===== src/shared/sup_cfg.svh =====
// Timing and reset constants for the supervisor and memory guard.
// Assumes a 40 MHz core clock and a 1 us internal time base.
`ifndef SUP_CFG_SVH
`define SUP_CFG_SVH

// ----------------------------------------------------------------
// Clock and time base
// ----------------------------------------------------------------
`define CLK_PERIOD_NS        25
`define TICK_PERIOD_NS       1000
`define TICK_CYCLES          (`TICK_PERIOD_NS / `CLK_PERIOD_NS)
`define TICKS_PER_MS         1000

// ----------------------------------------------------------------
// Timeouts
// ----------------------------------------------------------------
`define RESET_TIMEOUT_MS     200
`define WATCHDOG_TIMEOUT_MS  1600
`define NVM_PROGRAM_TIME_MS  5
`define SPIKE_FILTER_NS      100
`define SPIKE_CYCLES         (`SPIKE_FILTER_NS / `CLK_PERIOD_NS)

// ----------------------------------------------------------------
// Reset values
// ----------------------------------------------------------------
`define FILTER_IDLE          3'h7
`define RESET_ACTIVE_DEFAULT 1'h0

`endif


===== src/shared/sup_pkg.sv =====
// Types used by the supervisor only; its filter and memory guard import none.
// Assumes nothing of its surroundings.
package sup_pkg;

  // ----------------------------------------------------------------
  // Reset sequencer states
  // ----------------------------------------------------------------
  typedef enum logic [1:0] {
    ST_HOLD_SUPPLY,
    ST_HOLD_MANUAL,
    ST_TIMEOUT,
    ST_RUN
  } sup_state_t;

endpackage


===== src/shared/guard_if.sv =====
// Signals between the reset sequencer and the memory guard.
// Assumes both ends run on the same core clock.
`timescale 1ns/100ps
`default_nettype none

interface guard_if;
  logic reset_active;
  logic tick;
  logic scl_f;
  logic sda_f;
  logic write_data_seen;
  logic write_protect;
  logic mem_enable;
  logic write_allow;
  logic txn_abort;
  logic txn_active;
  logic prog_start;
  logic prog_busy;

  modport ctl (
    output reset_active, tick, scl_f, sda_f, write_data_seen,
           write_protect,
    input  mem_enable, write_allow, txn_abort, txn_active, prog_start,
           prog_busy
  );

  modport guard (
    input  reset_active, tick, scl_f, sda_f, write_data_seen,
           write_protect,
    output mem_enable, write_allow, txn_abort, txn_active, prog_start,
           prog_busy
  );
endinterface

`default_nettype wire


===== src/logic/nvm_guard.sv =====
// Memory guard: bus start/stop watch, abort on reset, write cycle timer.
// Assumes filtered bus lines and a 1 us tick from the sequencer.
`timescale 1ns/100ps
`default_nettype none
`include "sup_cfg.svh"

module nvm_guard #(
  parameter int PROG_TICKS = `NVM_PROGRAM_TIME_MS * `TICKS_PER_MS
) (
  input  wire logic core_clk_i,
  input  wire logic srst_i,
  guard_if.guard    gd
);

  // ----------------------------------------------------------------
  // Bus conditions
  // ----------------------------------------------------------------
  logic        scl_prev;
  logic        sda_prev;
  logic [12:0] prog_cnt;
  logic        next_txn_active;
  logic        next_txn_abort;
  logic        next_prog_start;
  logic        next_prog_busy;
  logic [12:0] next_prog_cnt;
  logic        bus_start;
  logic        bus_stop;
  logic        prog_done;

  assign bus_start = gd.scl_f && scl_prev && sda_prev && !gd.sda_f;
  assign bus_stop  = gd.scl_f && scl_prev && !sda_prev && gd.sda_f;
  assign prog_done = gd.tick && (prog_cnt == 13'(PROG_TICKS - 1));

  always_comb begin
    next_txn_active = gd.txn_active;
    next_txn_abort  = 1'h0;
    next_prog_start = 1'h0;
    next_prog_busy  = gd.prog_busy;
    next_prog_cnt   = prog_cnt;
    if (gd.prog_busy) begin
      // Runs to the end even under reset
      if (prog_done) begin
        next_prog_busy = 1'h0;
        next_prog_cnt  = 13'h0000;
      end else if (gd.tick) begin
        next_prog_cnt = prog_cnt + 13'h0001;
      end
    end
    if (gd.reset_active) begin
      next_txn_active = 1'h0;
      next_txn_abort  = gd.txn_active;
    end else if (bus_stop) begin
      next_txn_active = 1'h0;
      if (gd.txn_active && gd.write_data_seen && !gd.write_protect &&
          !gd.prog_busy) begin
        next_prog_start = 1'h1;
        next_prog_busy  = 1'h1;
        next_prog_cnt   = 13'h0000;
      end
    end else if (bus_start && !gd.prog_busy) begin
      next_txn_active = 1'h1;
    end
  end

  always_ff @(posedge core_clk_i) begin
    if (srst_i) begin
      scl_prev       <= 1'h1;
      sda_prev       <= 1'h1;
      gd.txn_active  <= 1'h0;
      gd.txn_abort   <= 1'h0;
      gd.prog_start  <= 1'h0;
      gd.prog_busy   <= 1'h0;
      gd.mem_enable  <= 1'h0;
      gd.write_allow <= 1'h0;
      prog_cnt       <= 13'h0000;
    end else begin
      scl_prev       <= gd.scl_f;
      sda_prev       <= gd.sda_f;
      gd.txn_active  <= next_txn_active;
      gd.txn_abort   <= next_txn_abort;
      gd.prog_start  <= next_prog_start;
      gd.prog_busy   <= next_prog_busy;
      gd.mem_enable  <= !gd.reset_active && !next_prog_busy;
      gd.write_allow <= !gd.reset_active && !next_prog_busy &&
                        !gd.write_protect;
      prog_cnt       <= next_prog_cnt;
    end
  end

  // ----------------------------------------------------------------
  // Checks
  // ----------------------------------------------------------------
  abort_on_reset_a: assert property (
    @(posedge core_clk_i) disable iff (srst_i)
    gd.reset_active && gd.txn_active |=> gd.txn_abort && !gd.txn_active)
    else $error("transaction not aborted by reset");

  no_prog_reset_a: assert property (
    @(posedge core_clk_i) disable iff (srst_i)
    gd.prog_start |-> !$past(gd.reset_active) && !$past(gd.write_protect))
    else $error("write cycle started under reset or protect");

  prog_survives_a: assert property (
    @(posedge core_clk_i) disable iff (srst_i)
    gd.prog_busy && !prog_done |=> gd.prog_busy)
    else $error("write cycle cut short");

  mem_off_a: assert property (
    @(posedge core_clk_i) disable iff (srst_i)
    gd.reset_active |=> !gd.mem_enable && !gd.write_allow)
    else $error("memory enabled under reset");

  bus_quiet_a: assert property (
    @(posedge core_clk_i) disable iff (srst_i)
    gd.prog_busy |-> !gd.mem_enable)
    else $error("bus served during write cycle");

endmodule

`default_nettype wire


===== src/logic/spike_filter.sv =====
// Per-bit glitch filter: a level must hold STABLE cycles to pass.
// Assumes inputs synchronous to the core clock.
`timescale 1ns/100ps
`default_nettype none

module spike_filter #(
  parameter int               WIDTH     = 3,
  parameter int               STABLE    = 4,
  parameter logic [WIDTH-1:0] RESET_VAL = '1
) (
  input  wire logic             core_clk_i,
  input  wire logic             srst_i,
  input  wire logic [WIDTH-1:0] raw_i,
  output var  logic [WIDTH-1:0] filt_o
);

  // ----------------------------------------------------------------
  // One counter per bit
  // ----------------------------------------------------------------
  for (genvar i = 0; i < WIDTH; i++) begin : g_bit
    logic [7:0] cnt;
    logic [7:0] next_cnt;
    logic       next_filt;

    always_comb begin
      next_cnt  = 8'h00;
      next_filt = filt_o[i];
      if (raw_i[i] != filt_o[i]) begin
        if (cnt == 8'(STABLE - 1)) begin
          next_filt = raw_i[i];
        end else begin
          next_cnt = cnt + 8'h01;
        end
      end
    end

    always_ff @(posedge core_clk_i) begin
      if (srst_i) begin
        cnt       <= 8'h00;
        filt_o[i] <= RESET_VAL[i];
      end else begin
        cnt       <= next_cnt;
        filt_o[i] <= next_filt;
      end
    end

    // Written for the default of four cycles
    filt_hold_a: assert property (
      @(posedge core_clk_i) disable iff (srst_i)
      $changed(filt_o[i]) |->
        ($past(raw_i[i]) == filt_o[i]) && ($past(raw_i[i], 4) == filt_o[i]))
      else $error("filter passed a short pulse");
  end

endmodule

`default_nettype wire


===== src/logic/supervisor_reset_and_memory_guard.sv =====
// Supervisory reset sequencer with watchdog and embedded memory guard.
// Assumes all inputs synchronous to core_clk_i; supply_ok_i is the
// abstract supply-above-threshold indication; the pin is open drain.
//
// Operation
// - after supply rises, reset holds one full 200 ms timeout.
// - once the timeout ends the reset pin is no longer driven.
// - supply falling below threshold asserts reset within 5 us.
// - an external edge to active level on the pin starts a timeout.
// - a short external reset still yields at least 200 ms of reset.
// - manual request low holds reset, then one full timeout follows.
// - manual request pulses under 100 ns are ignored.
// - a valid manual request asserts reset within 1 us.
// - clock and data spikes under 100 ns never count as bus edges.
// - the memory is disabled for every operation during reset.
// - reset aborts a running transaction and refuses new ones.
// - no write cycle starts under reset; a running one completes.
// - a write cycle starts at a write stop and lasts at most 5 ms.
// - during a write cycle the bus is idle and data released.
// - write protect high blocks every memory array write.
// - no watchdog transition for 1.6 s asserts reset.
// - the watchdog count is held clear while reset is asserted.
`timescale 1ns/100ps
`default_nettype none
`include "sup_cfg.svh"

module supervisor_reset_and_memory_guard
  import sup_pkg::*;
#(
  parameter int   RESET_TICKS  = `RESET_TIMEOUT_MS * `TICKS_PER_MS,
  parameter int   WD_TICKS     = `WATCHDOG_TIMEOUT_MS * `TICKS_PER_MS,
  parameter int   PROG_TICKS   = `NVM_PROGRAM_TIME_MS * `TICKS_PER_MS,
  parameter int   CNT_W        = 21,
  parameter logic ACTIVE_LEVEL = `RESET_ACTIVE_DEFAULT
) (
  input  wire logic core_clk_i,
  input  wire logic srst_i,
  input  wire logic supply_ok_i,
  input  wire logic manual_reset_request_n_i,
  input  wire logic reset_pin_i,
  output var  logic reset_pin_o,
  output var  logic reset_pin_oe_o,
  output var  logic reset_active_o,
  input  wire logic watchdog_kick_input_i,
  input  wire logic scl_i,
  input  wire logic sda_i,
  input  wire logic write_data_seen_i,
  input  wire logic write_protect_i,
  output var  logic scl_filt_o,
  output var  logic sda_filt_o,
  output var  logic mem_enable_o,
  output var  logic mem_write_allow_o,
  output var  logic mem_txn_active_o,
  output var  logic mem_abort_o,
  output var  logic nvm_prog_start_o,
  output var  logic nvm_prog_busy_o
);

  localparam int TICK_CYCLES = `TICK_CYCLES;

  // ----------------------------------------------------------------
  // Input filtering
  // ----------------------------------------------------------------
  logic [2:0] filt;
  logic       manual_reset_request_n_f;

  spike_filter #(
    .WIDTH     (3),
    .STABLE    (`SPIKE_CYCLES),
    .RESET_VAL (`FILTER_IDLE)
  ) u_filter (
    .core_clk_i (core_clk_i),
    .srst_i     (srst_i),
    .raw_i      ({manual_reset_request_n_i, sda_i, scl_i}),
    .filt_o     (filt)
  );

  assign manual_reset_request_n_f = filt[2];
  assign scl_filt_o               = filt[0];
  assign sda_filt_o               = filt[1];

  // ----------------------------------------------------------------
  // Time base
  // ----------------------------------------------------------------
  // One shared 1 us tick keeps every long count narrow
  logic [7:0] tick_div;
  logic [7:0] next_tick_div;
  logic       tick;
  logic       next_tick;

  always_comb begin
    next_tick     = 1'h0;
    next_tick_div = tick_div + 8'h01;
    if (tick_div == 8'(TICK_CYCLES - 1)) begin
      next_tick_div = 8'h00;
      next_tick     = 1'h1;
    end
  end

  always_ff @(posedge core_clk_i) begin
    if (srst_i) begin
      tick_div <= 8'h00;
      tick     <= 1'h0;
    end else begin
      tick_div <= next_tick_div;
      tick     <= next_tick;
    end
  end

  // ----------------------------------------------------------------
  // Reset sequencer
  // ----------------------------------------------------------------
  sup_state_t       state;
  sup_state_t       next_state;
  logic [CNT_W-1:0] tmo_cnt;
  logic [CNT_W-1:0] next_tmo_cnt;
  logic             pin_prev;
  logic             ext_edge;
  logic             wd_expire;
  logic             next_drive;

  // Pin is only readable while released, so edges are seen in run
  assign ext_edge = (state == ST_RUN) && (pin_prev != ACTIVE_LEVEL) &&
                    (reset_pin_i == ACTIVE_LEVEL);

  always_comb begin
    next_state   = state;
    next_tmo_cnt = tmo_cnt;
    if (!supply_ok_i) begin
      next_state   = ST_HOLD_SUPPLY;
      next_tmo_cnt = '0;
    end else if (!manual_reset_request_n_f) begin
      next_state   = ST_HOLD_MANUAL;
      next_tmo_cnt = '0;
    end else begin
      case (state)
        ST_HOLD_SUPPLY, ST_HOLD_MANUAL: begin
          next_state   = ST_TIMEOUT;
          next_tmo_cnt = '0;
        end
        ST_TIMEOUT: begin
          // One extra tick covers the unknown phase of the time base
          if (tick && tmo_cnt == CNT_W'(RESET_TICKS)) begin
            next_state = ST_RUN;
          end else if (tick) begin
            next_tmo_cnt = tmo_cnt + 1'b1;
          end
        end
        ST_RUN: begin
          if (ext_edge || wd_expire) begin
            next_state   = ST_TIMEOUT;
            next_tmo_cnt = '0;
          end
        end
        default: begin
          next_state   = ST_HOLD_SUPPLY;
          next_tmo_cnt = '0;
        end
      endcase
    end
    next_drive = (next_state != ST_RUN);
  end

  always_ff @(posedge core_clk_i) begin
    if (srst_i) begin
      state          <= ST_HOLD_SUPPLY;
      tmo_cnt        <= '0;
      pin_prev       <= ~ACTIVE_LEVEL;
      reset_pin_oe_o <= 1'h1;
      reset_pin_o    <= ACTIVE_LEVEL;
      reset_active_o <= 1'h1;
    end else begin
      state          <= next_state;
      tmo_cnt        <= next_tmo_cnt;
      pin_prev       <= reset_pin_i;
      reset_pin_oe_o <= next_drive;
      reset_pin_o    <= next_drive ? ACTIVE_LEVEL : ~ACTIVE_LEVEL;
      reset_active_o <= next_drive;
    end
  end

  // ----------------------------------------------------------------
  // Watchdog
  // ----------------------------------------------------------------
  logic [CNT_W-1:0] wd_cnt;
  logic [CNT_W-1:0] next_wd_cnt;
  logic             kick_prev;

  assign wd_expire = tick && (wd_cnt == CNT_W'(WD_TICKS - 1));

  always_comb begin
    next_wd_cnt = wd_cnt;
    if (reset_active_o) begin
      next_wd_cnt = '0;
    end else if (watchdog_kick_input_i != kick_prev || wd_expire) begin
      next_wd_cnt = '0;
    end else if (tick) begin
      next_wd_cnt = wd_cnt + 1'b1;
    end
  end

  always_ff @(posedge core_clk_i) begin
    if (srst_i) begin
      wd_cnt    <= '0;
      kick_prev <= 1'h0;
    end else begin
      wd_cnt    <= next_wd_cnt;
      kick_prev <= watchdog_kick_input_i;
    end
  end

  // ----------------------------------------------------------------
  // Memory guard
  // ----------------------------------------------------------------
  // Host must still honour its own power-up wait before access
  guard_if gd ();

  // Next value, so the memory stops in the first cycle of reset
  assign gd.reset_active    = next_drive;
  assign gd.tick            = tick;
  assign gd.scl_f           = filt[0];
  assign gd.sda_f           = filt[1];
  assign gd.write_data_seen = write_data_seen_i;
  assign gd.write_protect   = write_protect_i;

  nvm_guard #(
    .PROG_TICKS (PROG_TICKS)
  ) u_guard (
    .core_clk_i (core_clk_i),
    .srst_i     (srst_i),
    .gd         (gd.guard)
  );

  assign mem_enable_o      = gd.mem_enable;
  assign mem_write_allow_o = gd.write_allow;
  assign mem_txn_active_o  = gd.txn_active;
  assign mem_abort_o       = gd.txn_abort;
  assign nvm_prog_start_o  = gd.prog_start;
  assign nvm_prog_busy_o   = gd.prog_busy;

  // ----------------------------------------------------------------
  // Checks
  // ----------------------------------------------------------------
  int unsigned hold_cycles;

  always_ff @(posedge core_clk_i) begin
    if (srst_i || state != ST_TIMEOUT) begin
      hold_cycles <= 0;
    end else begin
      hold_cycles <= hold_cycles + 1;
    end
  end

  supply_drop_a: assert property (
    @(posedge core_clk_i) disable iff (srst_i)
    !supply_ok_i |=> reset_pin_oe_o && reset_pin_o == ACTIVE_LEVEL)
    else $error("reset late after supply drop");

  manual_hold_a: assert property (
    @(posedge core_clk_i) disable iff (srst_i)
    $fell(manual_reset_request_n_i) ##4 !manual_reset_request_n_f
      |=> reset_pin_oe_o)
    else $error("manual request not answered");

  release_float_a: assert property (
    @(posedge core_clk_i) disable iff (srst_i)
    !reset_pin_oe_o && supply_ok_i && manual_reset_request_n_f &&
      !ext_edge && !wd_expire |=> !reset_pin_oe_o)
    else $error("pin driven with no reset source");

  timeout_len_a: assert property (
    @(posedge core_clk_i) disable iff (srst_i)
    $fell(reset_pin_oe_o) |->
      $past(hold_cycles) >= RESET_TICKS * TICK_CYCLES &&
      $past(hold_cycles) <= (RESET_TICKS + 2) * TICK_CYCLES)
    else $error("reset timeout length wrong");

  ext_edge_a: assert property (
    @(posedge core_clk_i) disable iff (srst_i)
    ext_edge && supply_ok_i |=> state == ST_TIMEOUT || state == ST_HOLD_MANUAL)
    else $error("external edge missed");

  wd_held_a: assert property (
    @(posedge core_clk_i) disable iff (srst_i)
    reset_active_o |=> wd_cnt == '0)
    else $error("watchdog counted during reset");

  wd_expire_a: assert property (
    @(posedge core_clk_i) disable iff (srst_i)
    wd_expire && state == ST_RUN && supply_ok_i |=> reset_pin_oe_o)
    else $error("watchdog expiry ignored");

  level_a: assert property (
    @(posedge core_clk_i) disable iff (srst_i)
    reset_active_o |-> reset_pin_o == ACTIVE_LEVEL && reset_pin_oe_o)
    else $error("reset level wrong");

endmodule

`default_nettype wire


===== config.mk =====
export PLATFORM = sky130hd
export DESIGN_NAME = supervisor_reset_and_memory_guard
export DESIGN_NICKNAME = d
export VERILOG_FILES = /design/src/shared/sup_pkg.sv /design/src/shared/guard_if.sv /design/src/logic/nvm_guard.sv /design/src/logic/spike_filter.sv /design/src/logic/supervisor_reset_and_memory_guard.sv
export VERILOG_INCLUDE_DIRS = /design/src /design/src/shared
export SDC_FILE = /design/constraint.sdc
export NUM_CORES = 1
export LEC_CHECK = 0
export ABC_AREA = 1
export BUFFER_PORTS_ARGS = -buffer_cell sky130_fd_sc_hd__buf_4
export CORE_MARGIN = 3
export CORE_UTILIZATION = 45
export DETAILED_ROUTE_END_ITERATION = 16
export PLACE_DENSITY = 0.73
export RECOVER_POWER = 25
export SLEW_MARGIN = 20
export SYNTH_ARGS = -nofsm -noshare
export SYNTH_HDL_FRONTEND = slang
export SYNTH_HIERARCHICAL = 1
export SYNTH_SLANG_ARGS = --single-unit

===== constraint.sdc =====
create_clock -name core_clk_i -period 4.1 [get_ports core_clk_i]
set_input_delay 0.82 -clock core_clk_i [delete_from_list [all_inputs] [get_ports core_clk_i]]
set_output_delay 0.82 -clock core_clk_i [all_outputs]
set_load 0.005 [all_outputs]

* Word-level counts from Yosys, hierarchy flattened *
Cells that the tools add are included.

cells by class
  $add $sub $neg = 7
  multiply operators = 0
  div/mod/pow operators = 0
  order comparisons = 0
  eq/ne operators = 18
  shift operators = 0
  mux-type cells = 23
  bitwise operators = 8
  reductions and logical operators = 39

operators with widths
  cell                                                               count
  13-bit 2-to-1 mux                                                  6
  21-bit 2-to-1 mux                                                  3
  21-bit one-hot mux with 3 select lines                             1
  21-bit by 1-bit adder with 21-bit output, second input constant    2
  8-bit by 1-bit adder with 8-bit output, second input constant      4
  8-bit by 2-bit == test with 1-bit output, second input constant    3
  21-bit by 18-bit == test with 1-bit output, second input constant  1
  21-bit == test, second input constant                              1
  3-bit OR reduction                                                 7
  1-bit logical AND                                                  16
  13-bit by 1-bit adder with 13-bit output, second input constant    1
  13-bit == test, second input constant                              1
  8-bit by 6-bit == test with 1-bit output, second input constant    1
  1-bit 2-to-1 mux                                                   8
  2-bit 2-to-1 mux                                                   4
  1-bit NOT                                                          8
  1-bit zero test                                                    6
  2-bit != test, second input constant                               3
  2-bit one-hot mux with 3 select lines                              1
  2-bit AND reduction                                                3
  2-bit OR reduction                                                 3
  2-bit == test, second input constant                               2
  1-bit != test                                                      4
  3-bit AND reduction                                                1
  other kinds (4)                                                    5

storage, ports and cells
  bits in registers = 105
  bits in latches = 0
  bits in writable memories = 0
  bits in read-only memories = 0
  input bits = 10
  logic and storage cells = 119
  memories = 0

* Depth between registers and ports, before layout *
  word-level depth = 13
  mapped depth = 16
  gate-level depth less buffers = 16

* By module *
The synthesis kept the hierarchy.

modules (own cells, without submodules)
  module                             times used  cells an instance  area an instance (µm²)
  supervisor_reset_and_memory_guard  1           484                3,191.8
  spike_filter                       1           210                1,450.1
  nvm_guard                          1           149                1,119.8

* Worst setup path after synthesis *
No wires, ideal clock.

  path type = input to register
  from = input port reset_pin_i
  to = register u_guard.prog_cnt[5]
  arrival time = 2.042 ns
  setup slack = 1.932 ns
  stages = 13
  buffers on the path = 0
  path through = inv_1 > a211oi_1 > nand2_4 > nand2_1 > nand3_1 > inv_1 > nand3b_1 > nor2_1 > nand2_1 > nand2_1 > inv_2 > nand2_4 > nor3_2

on the way
  longest elaborated chain between the ends = 9

RTL lines
  item                                   RTL line                                  text
  start: declaration                     supervisor_reset_and_memory_guard.sv:40   input wire logic reset_pin_i,
  1-bit NOT                              supervisor_reset_and_memory_guard.sv:124  (reset_pin_i == ACTIVE_LEVEL);
  1-bit logical AND                      supervisor_reset_and_memory_guard.sv:123  assign ext_edge = (state == ST_RUN) && (pin_prev != ACTIVE_LEVEL) &&
  1-bit logical OR                       supervisor_reset_and_memory_guard.sv:150  if (ext_edge || wd_expire) begin
  2-bit 2-to-1 mux                       supervisor_reset_and_memory_guard.sv:150
  2-bit one-hot mux with 3 select lines  supervisor_reset_and_memory_guard.sv:136  case (state)
  2-bit 2-to-1 mux                       supervisor_reset_and_memory_guard.sv:132  end else if (!manual_reset_request_n_f) begin
  2-bit 2-to-1 mux                       supervisor_reset_and_memory_guard.sv:129  if (!supply_ok_i) begin
  2-bit != test                          supervisor_reset_and_memory_guard.sv:161  next_drive = (next_state != ST_RUN);
  via gd.reset_active                    guard_if.sv:7                             logic reset_active;
  13-bit 2-to-1 mux                      nvm_guard.sv:49                           if (gd.reset_active) begin
  end signal: assignment                 nvm_guard.sv:86                           prog_cnt <= next_prog_cnt;
  end: declaration                       nvm_guard.sv:20                           logic [12:0] prog_cnt;

The timed path passes the listed nets, and every way through them passes these cells.
A chain may end at the register's enable or synchronous reset.

* Worst setup path after layout *
  from = input port srst_i
  to = register tmo_cnt[0]

on the way
  longest elaborated chain between the ends = 1

RTL lines
  item                                 RTL line                                  text
  start: declaration                   supervisor_reset_and_memory_guard.sv:37   input wire logic srst_i,
  3-bit OR reduction (no source line)  -
  end signal: assignment               supervisor_reset_and_memory_guard.sv:174  tmo_cnt <= next_tmo_cnt;
  end: declaration                     supervisor_reset_and_memory_guard.sv:115  logic [CNT_W-1:0] tmo_cnt;

Every way passes these cells.

==> flow_metrics.py <==
metrics = {
    "outcome": {
        "status": "completed",
    },
    "timing": {
        "fmax_mhz": 411,
        "worst_slew_pin_slew_ns": 1.05,
        "slew_headroom_pct": 29.8,
        "setup_viol": 0,
        "slew_viol_final": 0,
        "hold_ws_ns": 0.448,
        "rsz0062_at_grt": "no",
        "fin_ws_ns": 1.67,
        "clock_skew_ns": 0.00578,
        "tns_ns": 0,
        "final.period_utilization_pct": 59.4,
        "fin_crit_ns": 2.43,
        "hold_viol_final": 0,
    },
    "clock_tree": {
        "clk_pin_slew_ns": 0.07,
        "ctsHoldBuffers": 0,
        "cts-root-buf": "clkbuf_16",
        "post_cts_resized": 0,
        "clock_sink_count": 105,
        "clock_path_buffers": 2,
        "cts_tree": "yes",
        "cts_buffers": 9,
        "post_cts_buffers": 0,
        "htreeDepth": 3,
        "clkLatencyLatePin_ns": 0.35,
    },
    "power": {
        "powerDensity_mw_per_mm2": 319,
        "ir_worst_vdd_mv": 0.296,
        "swShare_pct": 21.5,
        "sequentialPowerShare_pct": 51.2,
        "p_leak_nw": 2.38,
        "internal_power_mw": 1.59,
        "finalPower_mw": 2.02,
        "clkPwrFrac_pct": 45.5,
        "p_sw_mw": 0.435,
        "power_frac_comb_pct": 3.3,
    },
    "logic_synthesis": {
        "ys_top_cells_by_area": "dfxtp_1 36%, nand2_1 14%, nor2_1 8.8%, inv_1 6.6%, nand3_1 4.8%",
        "ys_types": 41,
        "synth-edff-count": 0,
        "ys.flop_type": "dfxtp_1",
        "postSynthAreaPerCell_um2": 6.83,
        "syn_nets": 861,
        "syn_inst": 843,
        "synth_seq_cells": 105,
        "yosysTopAreaCell": "dfxtp_1",
        "synth-async-reset-ratio_pct": 0,
        "yosysSeqAreaShare_pct": 36.5,
        "synth.top_cell.area_share_pct": 36.5,
        "ys_warn_count": 6,
        "synth_area_mm2": 0.00576,
    },
    "grt": {
        "grt_antenna_before_repair": 0,
        "grt_pass1_vias": 4561,
        "track_usage_pct": 16.5,
        "grt_pass1_wl_mm": 19.7,
        "gr-total-overflow": 0,
        "grt_max_degree": 24,
    },
    "critical_path": {
        "crit_type": "primary input to flip-flop",
        "crit_start": "srst_i",
        "end_kind": "flip-flop",
        "reg2reg_from": "gd.tick",
        "worstRegToRegCells": 13,
        "critPathLaunchType": "primary input",
        "required_ns": 4.34,
        "worstPathMaxFanout": 22,
        "cp.arrival_ns": 2.68,
    },
    "die": {
        "start_util_pct": 47.0,
        "rows": 40,
        "ios": 21,
        "die_y_um": 119,
        "core_region_area_mm2": 0.0123,
        "die_w_um": 119,
        "die-area_mm2": 0.0142,
    },
    "placement": {
        "port_buffers": 20,
        "dp_hpwl_mm": 8.31,
        "dp.cells": 1020,
        "post-place-ws_ns": 1.59,
        "placed_area_mm2": 0.00605,
        "place.gp.congestion": 0.868,
    },
    "drt": {
        "wl_per_cell_um": 10.8,
        "drtIter0Drc": 242,
        "ant_nets": 0,
        "firstDrtPassIters": 5,
        "vias": 4959,
        "drt_wl_total_mm": 11.2,
        "drc": 0,
        "post_drt_via_cell_ratio": 4.79,
    },
    "finish": {
        "syn2layout_area_growth_pct": 9.88,
        "fin_util_pct": 51.6,
        "drive_above_1_share_pct": 15.3,
        "design_area_mm2": 0.00633,
        "n_antenna_cell": 0,
        "layout_common_cells": "216 x nand2_1, 135 x nor2_1, 105 x dfxtp_1",
        "nets": 881,
        "multiInputGateArea_mm2": 0.00313,
        "final_common_cell": "nand2_1",
        "fillers": 1203,
        "regArea_mm2": 0.00210,
        "final_cells": 1036,
    },
    "min_path": {
        "hold_depth": 1,
        "holdCritStartpoint": "tick_div[0]",
        "hold_path_class": "flip-flop to flip-flop",
    },
    "run": {
        "drv_cap": 0,
    },
}
metal layers:
metal	up-vias	global-route usage, %	wire [um]
met5	-	0	0
met4	0	6.37	251
met3	24	3.85	393
met2	67	26.6	5010
met1	2208	21.6	5540
li1	2660	-	-
layout make-up:
type	count	area share (%)
clock buffers	10	3.62
clock inverters	6	1.42
inverters	113	6.74
multi-input cells	614	49.4
flip-flops and latches	105	33.2
well taps	168	3.32
repair buffers	20	2.31
logic make-up (layout without fill, tap and decap cells):
logic type      count (synthesis)  count (layout)  share of synthesized area, %
compound gates                 61              61                          6.78
xor+xnor                       29              29                          4.41
fa+ha+maj                       8               8                          1.74
buf+inv                       124             149                          8.73
flops                         105             105                          36.5
mux                             1               1                         0.195
simple gates                  515             515                          41.7
power by group through the flow:
stage,Combinational (mW),Sequential (mW),Clock [mW]
final,0.0669,1.03,0.920
after global routing,0.0771,1.03,0.986
after CTS,0.0716,1.03,0.956
after detailed placement,0.0713,1.06,0
after global placement,0.0705,1.06,0
after floorplan,0.0526,1.06,0
state kept, by name, indices dropped and copies added (netlist names), 2 cells and up:
register            count
u_filter/g_bit.cnt     24
tick_div                8
u_filter/filt_o         3
tmo_cnt                21
wd_cnt                 21
u_guard/prog_cnt       13
state                   2
synthesized netlist by cell type (2+ instances only):
| cell type | instances |
|---|---|
| inv_1 | 101 |
| or2_2 | 2 |
| nand2_1 | 213 |
| nor3b_1 | 2 |
| buf_2 | 3 |
| nor2_2 | 23 |
| xnor2_1 | 8 |
| nor3_1 | 15 |
| clkbuf_1 | 3 |
| a21oi_2 | 20 |
| nand3_2 | 4 |
| xor2_1 | 21 |
| dfxtp_1 | 105 |
| nand2_4 | 7 |
| nor4_1 | 3 |
| nor3_2 | 4 |
| a21oi_1 | 26 |
| nor2_1 | 135 |
| inv_2 | 11 |
| nand3_1 | 55 |
| nand4_1 | 14 |
| nor2_4 | 7 |
| nand3b_1 | 3 |
| nand2_2 | 22 |
| buf_4 | 4 |
| o21ai_0 | 10 |
| ha_1 | 8 |
final timing paths:
check                         end  slack, ns
max                    tmo_cnt[0]       1.67
min                   tick_div[0]       0.45
max reg2reg  u_guard/prog_cnt[11]       1.74
min reg2reg           tick_div[0]       0.45
worst max-delay path, stage by stage:
cell	delay, ns
clkbuf_1	0.60
inv_1	0.19
nand3_1	0.77
inv_1	0.13
nand2_1	0.11
nor2_1	0.04
Power figures use the tool's default switching activity.
